## config.mk

```make
export PLATFORM = sky130hd
export DESIGN_NAME = asr_host
export DESIGN_NICKNAME = d
export VERILOG_FILES = /design/src/include/asr_pkg.sv /design/src/logic/asr_host.sv
export SDC_FILE = /design/constraint.sdc
export NUM_CORES = 1
export LEC_CHECK = 0
export ABC_AREA = 1
export BUFFER_PORTS_ARGS = -buffer_cell sky130_fd_sc_hd__buf_2
export CORE_MARGIN = 5
export CORE_UTILIZATION = 50
export DETAILED_ROUTE_END_ITERATION = 6
export PLACE_DENSITY = 0.83
export SETUP_SLACK_MARGIN = 0.3
export SLEW_MARGIN = 40
export SYNTH_ARGS = -nofsm -noshare
export SYNTH_HDL_FRONTEND = slang
export SYNTH_SLANG_ARGS = --single-unit
```

## constraint.sdc

```tcl
create_clock -name clock_i -period 3.3 [get_ports clock_i]
set_clock_uncertainty 0.1 [all_clocks]
set_input_delay 0.33 -clock clock_i [delete_from_list [all_inputs] [get_ports clock_i]]
set_output_delay 0.33 -clock clock_i [all_outputs]
set_load 0.05 [all_outputs]
```

## src/include/asr_pkg.sv

```systemverilog
package asr_pkg;

    // =====================================================================
    // memory geometry
    // =====================================================================
    localparam int ASR_ADDR_W = 17;
    localparam int ASR_DATA_W = 8;

    // =====================================================================
    // timing (slowest grade, ns) and cycle counts at 40 MHz
    // =====================================================================
    localparam int ASR_CLK_PERIOD_NS = 25;
    localparam int ASR_T_ACCESS_NS   = 35;
    localparam int ASR_T_WPULSE_NS   = 25;
    localparam int ASR_T_TURN_NS     = 15;
    localparam int ASR_ACCESS_CYC    =
        (ASR_T_ACCESS_NS + ASR_CLK_PERIOD_NS - 1) / ASR_CLK_PERIOD_NS;
    localparam int ASR_WPULSE_CYC    =
        (ASR_T_WPULSE_NS + ASR_CLK_PERIOD_NS - 1) / ASR_CLK_PERIOD_NS;
    localparam int ASR_TURN_CYC      = (ASR_T_TURN_NS + ASR_CLK_PERIOD_NS - 1) / ASR_CLK_PERIOD_NS;
    localparam int ASR_CNT_W         = 4;

    // =====================================================================
    // pin and request carriers
    // =====================================================================
    typedef struct packed {
        logic                  chip_select_n;
        logic                  chip_select_hi;
        logic                  output_enable_n;
        logic                  write_enable_n;
        logic [ASR_ADDR_W-1:0] addr_lines;
    } asr_pins_s;

    typedef struct packed {
        logic                  write;
        logic [ASR_ADDR_W-1:0] addr;
        logic [ASR_DATA_W-1:0] wdata;
    } asr_req_s;

    localparam asr_pins_s ASR_PINS_IDLE = '{
        chip_select_n:   1'b1,
        chip_select_hi:  1'b0,
        output_enable_n: 1'b1,
        write_enable_n:  1'b1,
        addr_lines:      17'h0_0000
    };

    typedef enum logic [2:0] {
        ASR_IDLE,
        ASR_RD_SETUP,
        ASR_RD_WAIT,
        ASR_WR_SETUP,
        ASR_WR_PULSE,
        ASR_WR_END,
        ASR_TURN
    } asr_state_e;

endpackage

```

## src/logic/asr_host.sv

```systemverilog
`timescale 1ns/100ps
module asr_host
    import asr_pkg::*;
(
    input  wire logic                  clock_i,
    input  wire logic                  rst_n_i,
    input  wire logic                  req_valid_i,
    input  wire asr_req_s              req_i,
    output logic                       req_ready_o,
    output logic                       rd_valid_o,
    output logic [ASR_DATA_W-1:0]      rd_data_o,
    output asr_pins_s                  pins_o,
    input  wire logic [ASR_DATA_W-1:0] data_lines_i,
    output logic [ASR_DATA_W-1:0]      data_lines_o,
    output logic                       data_lines_oe_o
);

    // =====================================================================
    // state
    // =====================================================================
    asr_state_e            state_r;
    asr_state_e            state_nxt;
    logic [ASR_CNT_W-1:0]  cnt_r;
    logic [ASR_CNT_W-1:0]  cnt_nxt;
    asr_pins_s             pins_r;
    logic [ASR_DATA_W-1:0] wdata_r;
    logic                  drive_r;
    logic                  rd_valid_r;
    logic [ASR_DATA_W-1:0] rd_data_r;

    // a zero count would wrap the counter into a long wait, so refuse it too
    if (ASR_ACCESS_CYC >= (1 << ASR_CNT_W) || ASR_WPULSE_CYC >= (1 << ASR_CNT_W)
        || ASR_TURN_CYC >= (1 << ASR_CNT_W) || ASR_ACCESS_CYC < 1
        || ASR_WPULSE_CYC < 1 || ASR_TURN_CYC < 1)
    begin : g_cnt_check
        $error("asr_host: cycle counts do not fit the counter");
    end

    function automatic logic [ASR_CNT_W-1:0] cnt_of(input int cycles);
        cnt_of = ASR_CNT_W'(cycles - 1);
    endfunction

    // =====================================================================
    // sequencing
    // =====================================================================
    always_comb
    begin
        state_nxt = state_r;
        cnt_nxt   = (cnt_r != '0) ? cnt_r - 1'b1 : cnt_r;
        case (state_r)
            ASR_IDLE:
            begin
                if (req_valid_i)
                begin
                    state_nxt = req_i.write ? ASR_WR_SETUP : ASR_RD_SETUP;
                end
            end
            ASR_RD_SETUP:
            begin
                state_nxt = ASR_RD_WAIT;
                cnt_nxt   = cnt_of(ASR_ACCESS_CYC);
            end
            ASR_RD_WAIT:
            begin
                if (cnt_r == '0)
                begin
                    state_nxt = ASR_TURN;
                    cnt_nxt   = cnt_of(ASR_TURN_CYC);
                end
            end
            ASR_WR_SETUP:
            begin
                state_nxt = ASR_WR_PULSE;
                cnt_nxt   = cnt_of(ASR_WPULSE_CYC);
            end
            ASR_WR_PULSE:
            begin
                if (cnt_r == '0)
                begin
                    state_nxt = ASR_WR_END;
                end
            end
            ASR_WR_END:
            begin
                state_nxt = ASR_IDLE;
            end
            ASR_TURN:
            begin
                if (cnt_r == '0)
                begin
                    state_nxt = ASR_IDLE;
                end
            end
            default:
            begin
                state_nxt = ASR_IDLE;
            end
        endcase
    end

    always_ff @(posedge clock_i)
    begin
        if (!rst_n_i)
        begin
            state_r <= ASR_IDLE;
            cnt_r   <= '0;
        end
        else
        begin
            state_r <= state_nxt;
            cnt_r   <= cnt_nxt;
        end
    end

    // =====================================================================
    // memory pins
    // =====================================================================
    // address is latched in idle and only moves there, so it is valid a
    // full cycle before any select and stays put until selects drop
    always_ff @(posedge clock_i)
    begin
        if (!rst_n_i)
        begin
            pins_r <= ASR_PINS_IDLE;
        end
        else
        begin
            case (state_nxt)
                ASR_IDLE, ASR_TURN:
                begin
                    pins_r.chip_select_n   <= 1'b1;
                    pins_r.chip_select_hi  <= 1'b0;
                    pins_r.output_enable_n <= 1'b1;
                    pins_r.write_enable_n  <= 1'b1;
                    if (state_r == ASR_IDLE && req_valid_i)
                    begin
                        pins_r.addr_lines <= req_i.addr;
                    end
                end
                ASR_RD_SETUP, ASR_WR_SETUP:
                begin
                    pins_r.addr_lines <= req_i.addr;
                end
                ASR_RD_WAIT:
                begin
                    pins_r.chip_select_n   <= 1'b0;
                    pins_r.chip_select_hi  <= 1'b1;
                    pins_r.output_enable_n <= 1'b0;
                    pins_r.write_enable_n  <= 1'b1;
                end
                ASR_WR_PULSE:
                begin
                    pins_r.chip_select_n   <= 1'b0;
                    pins_r.chip_select_hi  <= 1'b1;
                    pins_r.output_enable_n <= 1'b1;
                    pins_r.write_enable_n  <= 1'b0;
                end
                ASR_WR_END:
                begin
                    // write ends on we_n alone; selects drop a cycle later
                    pins_r.write_enable_n  <= 1'b1;
                end
                default:
                begin
                    pins_r <= ASR_PINS_IDLE;
                end
            endcase
        end
    end

    // =====================================================================
    // data bus
    // =====================================================================
    // drivers come on with setup (oe_n is high, device floats) and stay on
    // through the write-ending cycle so data holds past the we_n edge
    always_ff @(posedge clock_i)
    begin
        if (!rst_n_i)
        begin
            drive_r <= 1'b0;
            wdata_r <= '0;
        end
        else
        begin
            drive_r <= (state_nxt == ASR_WR_SETUP) || (state_nxt == ASR_WR_PULSE)
                       || (state_nxt == ASR_WR_END);
            if (state_r == ASR_IDLE && req_valid_i && req_i.write)
            begin
                wdata_r <= req_i.wdata;
            end
        end
    end

    always_ff @(posedge clock_i)
    begin
        if (!rst_n_i)
        begin
            rd_valid_r <= 1'b0;
            rd_data_r  <= '0;
        end
        else
        begin
            rd_valid_r <= (state_r == ASR_RD_WAIT) && (cnt_r == '0);
            if ((state_r == ASR_RD_WAIT) && (cnt_r == '0))
            begin
                rd_data_r <= data_lines_i;
            end
        end
    end

    assign req_ready_o     = (state_r == ASR_IDLE);
    assign rd_valid_o      = rd_valid_r;
    assign rd_data_o       = rd_data_r;
    assign pins_o          = pins_r;
    assign data_lines_o    = wdata_r;
    assign data_lines_oe_o = drive_r;

endmodule

```

; ---- Word level (Yosys, flattened, before mapping)
; Index checks and enable logic that the tools add are counted.
[word_totals]
regBits = 46
in_bits = 37
output_inout_bits = 40
wordCells = 52
[op_classes]
n_addsub = 1
n_eq_ne = 12
n_mux = 13
bitwise_logic = 1
reduce_logical = 14
[ops]
columns = operator, n
row1 = $pmux W17 S3, 1
row2 = $pmux W3 S6, 1
row3 = $mux W17, 1
row4 = $eq A3 B3 Y1 const B, 5
row5 = $eq A3 B2 Y1 const B, 4
row6 = $mux W3, 4
row7 = $pmux W4 S3, 1
row8 = $pmux W3 S3, 1
row9 = $mux W4, 2
row10 = $eq A3 B1 Y1 const B, 2
row11 = $logic_not A3 Y1, 2
row12 = $reduce_or A3 Y1, 2
row13 = $logic_not A4 Y1, 1
row14 = $reduce_bool A4 Y1, 1
row15 = $reduce_or A2 Y1, 2
row16 = $sub A4 B1 Y4 const B, 1
row17 = $logic_and A1 B1 Y1, 3
row18 = $logic_or A1 B1 Y1, 2
row19 = $mux W2, 1
row20 = $ne A2 B2 Y1 const B, 1
row21 = $pmux W1 S2, 1
row22 = $reduce_and A2 Y1, 1
row23 = $not A1 Y1, 1

; ---- Logic depth before layout (Yosys ltp)
[depth]
depth_word = 7
ltp_mapped = 10
depth_no_buf = 10

; ---- Worst setup path before layout
; Ideal clock, no wire load.
[synth_timing]
path_type = reg-to-reg
startpoint = register state_r[0]
endpoint = register pins_r (netlist bit pins_o[19])
arrival_ns = 1.383
required_ns = 3.068
slack_ns = 1.685
stages_incl_launch_ff = 10
n_path_buf = 1
path_cell_list = dfxtp_1 nor2_2 inv_2 nor2_4 nand2_2 buf_6 o21ai_4 inv_2 nand3_1 a21oi_1
[synth_via]
elab_chain_cells = 5
word_cells_on_any_way = 18
classes_between = eq/ne (10) / mux (6) / reduce/logical (2)
[synth_lines]
columns = element, line_no
row1 = "start, declared", asr_host.sv:21  ; asr_state_e state_r;
row2 = "start signal, assigned", asr_host.sv:110  ; state_r <= state_nxt;
row3 = $logic_not A3 Y1 (*), --
row4 = named net req_ready_o, asr_host.sv:9  ; output logic req_ready_o,
row5 = $pmux W3 S6 (*), asr_host.sv:50  ; case (state_r)
row6 = "$eq A3 B2 Y1, or another cell as far along", asr_host.sv:128  ; case (state_nxt)
row7 = $reduce_or A3 Y1 (no line), --
row8 = $pmux W3 S3, asr_host.sv:128
row9 = "end, declared", asr_host.sv:25  ; asr_pins_s pins_r;
; The timed path passes the listed nets; every way through them passes the cells marked *.
; A chain may end at the register's enable or synchronous reset.

; ---- Worst setup path in the final report
[layout_timing]
startpoint = register state_r[2]
endpoint = register pins_r (netlist bit pins_o[17])
[layout_via]
elab_chain_cells = 5
word_cells_on_any_way = 16
classes_between = eq/ne (8) / mux (6) / reduce/logical (2)
[layout_lines]
columns = element, line_no
row1 = "$eq A3 B3 Y1, or another cell as far along", asr_host.sv:50
row2 = $pmux W3 S6 (*), asr_host.sv:50
row3 = $eq A3 B2 Y1 / $eq A3 B1 Y1 (equally long branches), asr_host.sv:128
row4 = $reduce_or A2 Y1, asr_host.sv:128
row5 = $pmux W1 S2, asr_host.sv:128
; Every way passes the cells marked *; elsewhere a longest branch is shown, timed or not.

==> results.txt <==
* Run status: completed
* Relative slew margins: a little over half
- At the end of the flow the core is filled with cells to 64.1%.
* Setup repair after global routing missed its margin: no
* Core area: 0.00361 mm^2
* Relative area change from synthesis to final layout: 26.9%
* Count of inserted antenna diode cells: 0
- Overall Global Routing Usage: 16.5%
- The synthesized netlist contains 25 unique library cells.
- GP Congestion: between 0.7 and 0.8
- Max_cap viols: 0
- Number of DRC markers after the initial detailed-route iteration: 55
- The clock network is responsible for 18.9% of the overall power.
- Finished Cell Area: 0.00231 mm^2
- The via count of the first global-routing pass came to around 1.6k.
- Drt wl/cell: 11.1 um
* Share of layout cells above drive strength 1: around a third
- The die is 70.4 um tall.
- In this run the core area contains 22 standard-cell rows.
- At the pin with the least slew margin, the transition time is 0.714 ns.
* Die W: around 70 um
- The synthesized netlist occupies a cell area of ~0.0018 mm^2.
* Drt drc: 0
* Startpoint types: flop
* Most instantiated flip-flop cell in the synthesis netlist: sky130_fd_sc_hd__dfxtp_1
- Number of buffer cells added on primary ports: 76
* Resize count post-CTS: 0
- CTS Root Cell: sky130_fd_sc_hd__clkbuf_8
* Register bit total from synthesis: 46
* Via total after detailed routing: 1708
- Most frequent cell after synthesis: sky130_fd_sc_hd__nand2_1
* H-tree levels: 2
* Number of failing setup endpoints in the final timing report: 0
* R2R depth: 7
* Final hold slack: around 0.17 ns
- I/O pin cnt: 77
- Placed inst area: between 0.002 and 0.0025 mm^2
* Async set-or-reset flop fraction in the synthesized netlist: 0%
* Maximum number of pins on one net before global-route repair: 25
* Hold wc startpoint: req_i[23]
- Summed over all nets, the switching power comes to 982 uW.
- Post-CTS setup repair buffer count: 0
- In the synthesized netlist, the cells that appear most often are sky130_fd_sc_hd__nand2_1 (56), sky130_fd_sc_hd__dfxtp_1 (46), sky130_fd_sc_hd__nor2_1 (44).
- The first global-routing pass estimated 6.64 mm of wire.
- Cell leakage power: ~1.1 nW
- For this run, the top clock speed supported by timing is 0.543 GHz.
- Power density cells: 930 mW/mm^2
* Clock tree sinks: 46
- In the finished design, the share of the clock period the worst path needs comes to 55.8%.
* Sequential area share after synthesis: 50.5%
- Setup slack on the worst reg-to-reg path comes out at 1.46 ns.
- Avg Inst Size Synth: 7.72 um^2
- CP Capture Type: flop
* Internal Dissipation: 1.17 mW
* Hold Fails Final Rpt: 0
* Yosys top cell area share: 50.5%
- Filler cell count: 356
* GRT Residual Overflow: 0
- HP Class: in -> reg
- The critical path in this run is classified as reg -> reg.
* Total Negative Setup Slacks: 0 ns
- For this design, the CTS-stage hold fixing added 0 buffers.
- The worst-case IR drop observed on VDD is about 0.5 mV.
- In this run the worst path has a maximum fanout of 11.
- Data arrives at the worst endpoint at 1.93 ns.
* Min-Delay Endpoint: pins_o[15]
- Detailed placement ended at an HPWL of 2.98 mm.
* Warning count from the yosys run: 0
- Synthesis produced a netlist whose cell count is about 240.
- Initial core utilization: 50.5%
- Per-cell via count in the routed design: 4.76
- Once detail routing completed, the nets flagged for antenna violations numbered 0.
- Area of the die: ~0.0050 mm^2
- CTS buffer count: 5
- Summing all multi-input logic gate instances after layout gives 783 um^2.
- Clock-pin slew was measured on the worst setup and hold paths at 0.08 ns.
- Worst reg2reg path endpoint: pins_o[17]
- Across the whole layout, storage elements account for 921 um^2.
- The worst hold path passes through 3 cells.
* Syn_nets: 275
- Beginning of the worst register-to-register path: state_r[2]
- Power consumption: 2.15 mW
* Final critical-path required period: 1.84 ns
- Number of synthesized flops with an enable pin: 0
* Initial antenna violation count: 0
- Wires add up to between 3 and 4 mm.
* Layout net count: about 350
* Max-slew violations: 0
- TritonCTS built the clock tree.
- Largest area contributor in the synthesized netlist: sky130_fd_sc_hd__dfxtp_1
- Required time of the critical path: about 3.4 ns
- Of the total power, the share spent switching nets is 45.7%.
* Clock Latency Late Sink: 0.29 ns
* First element of the critical path: state_r[2]
- Drt first pass iters: 4
- Yosys attributes the largest share of cell area to sky130_fd_sc_hd__dfxtp_1 (51%), sky130_fd_sc_hd__nand2_1 (12%), sky130_fd_sc_hd__nor2_1 (9.1%).
* Deepest clock path buffer count: 2
- In this run, flip-flops and latches consume 35.2% of the power.
- Per report_power, the combinational group accounts for 45.9% of the total.
## state kept, by name, summed over array words and instances (netlist names)
signal,count
data_lines_o,8
rd_data_o,8
state_r,3
rd_valid_o,1
pins_o,21
data_lines_oe_o,1
cnt_r,4
## worst max-delay path by stage
| stage | cells after the start | to | slack, ns |
|---|---|---|---|
| global route | 7 | pins_o[17] | 1.27 |
| finish | 7 | pins_o[17] | 1.46 |
| global placement | 7 | pins_o[17] | 1.55 |
| detailed placement | 7 | pins_o[17] | 1.48 |
| CTS | 7 | pins_o[17] | 1.48 |
| floorplan | 9 | pins_o[19] | 1.69 |
## stage by stage
stage | setup slack, ns | instances
after CTS | 1.48 | 359
after global routing | 1.27 | 359
after global placement | 1.55 | 351
final | 1.46 | 359
after floorplan | 1.69 | 236
after detailed placement | 1.48 | 351
## final cells by class
type,instances,area share (%)
clock buffers,6,3.14
clock inverters,2,1.62
inverters,15,2.44
multi-input cells,166,33.9
flip-flops and latches,46,39.8
well taps,48,2.60
repair buffers,76,16.5
## placed cells by master (no fill, tap or decap), drive strengths merged, types with 2 or more instances in the layout
cell type  count
a21oi         23
o21ai         20
dfxtp         46
ha             2
inv           15
clkbuf         6
buf           76
nand2         60
nand3          8
nor2          48
## layer usage
metal	track usage, %	up-vias	share of wire, %	routed length, um
met5	0	-	0	0
met4	6.38	0	1.6	63
met3	6.19	8	9.2	366
met2	27.2	62	44	1760
met1	19.3	743	45	1800
li1	-	895	-	-
## power groups by stage
stage | clock, mW | combinational (mW) | sequential, mW
after global routing | 0.444 | 1.09 | 0.771
final | 0.406 | 0.986 | 0.756
after detailed placement | 0 | 0.989 | 0.767
after global placement | 0 | 0.981 | 0.764
after CTS | 0.416 | 0.994 | 0.757
after floorplan | 0 | 0.502 | 1.07
## worst max-delay path, stage by stage (launching register included)
cell and delay, ns:
sky130_fd_sc_hd__dfxtp_1 0.54, sky130_fd_sc_hd__inv_1 0.10, sky130_fd_sc_hd__nand4_1 0.34, sky130_fd_sc_hd__nand3_1 0.28, sky130_fd_sc_hd__nor2_4 0.19, sky130_fd_sc_hd__nand2_2 0.07
sky130_fd_sc_hd__o21ai_2 0.05, sky130_fd_sc_hd__nand2_1 0.06
## logic make-up after synthesis
| logic type | share of synthesized area (%) |
|---|---|
| AO/OA/AOI/OAI | 13.5 |
| AND/OR/NAND/NOR | 27.6 |
| flip-flops | 50.5 |
| adder cells (fa/ha/maj) | 1.37 |
| buffers and inverters | 6.46 |
| XOR/XNOR | 0.481 |
Power figures use the tool's default switching activity.
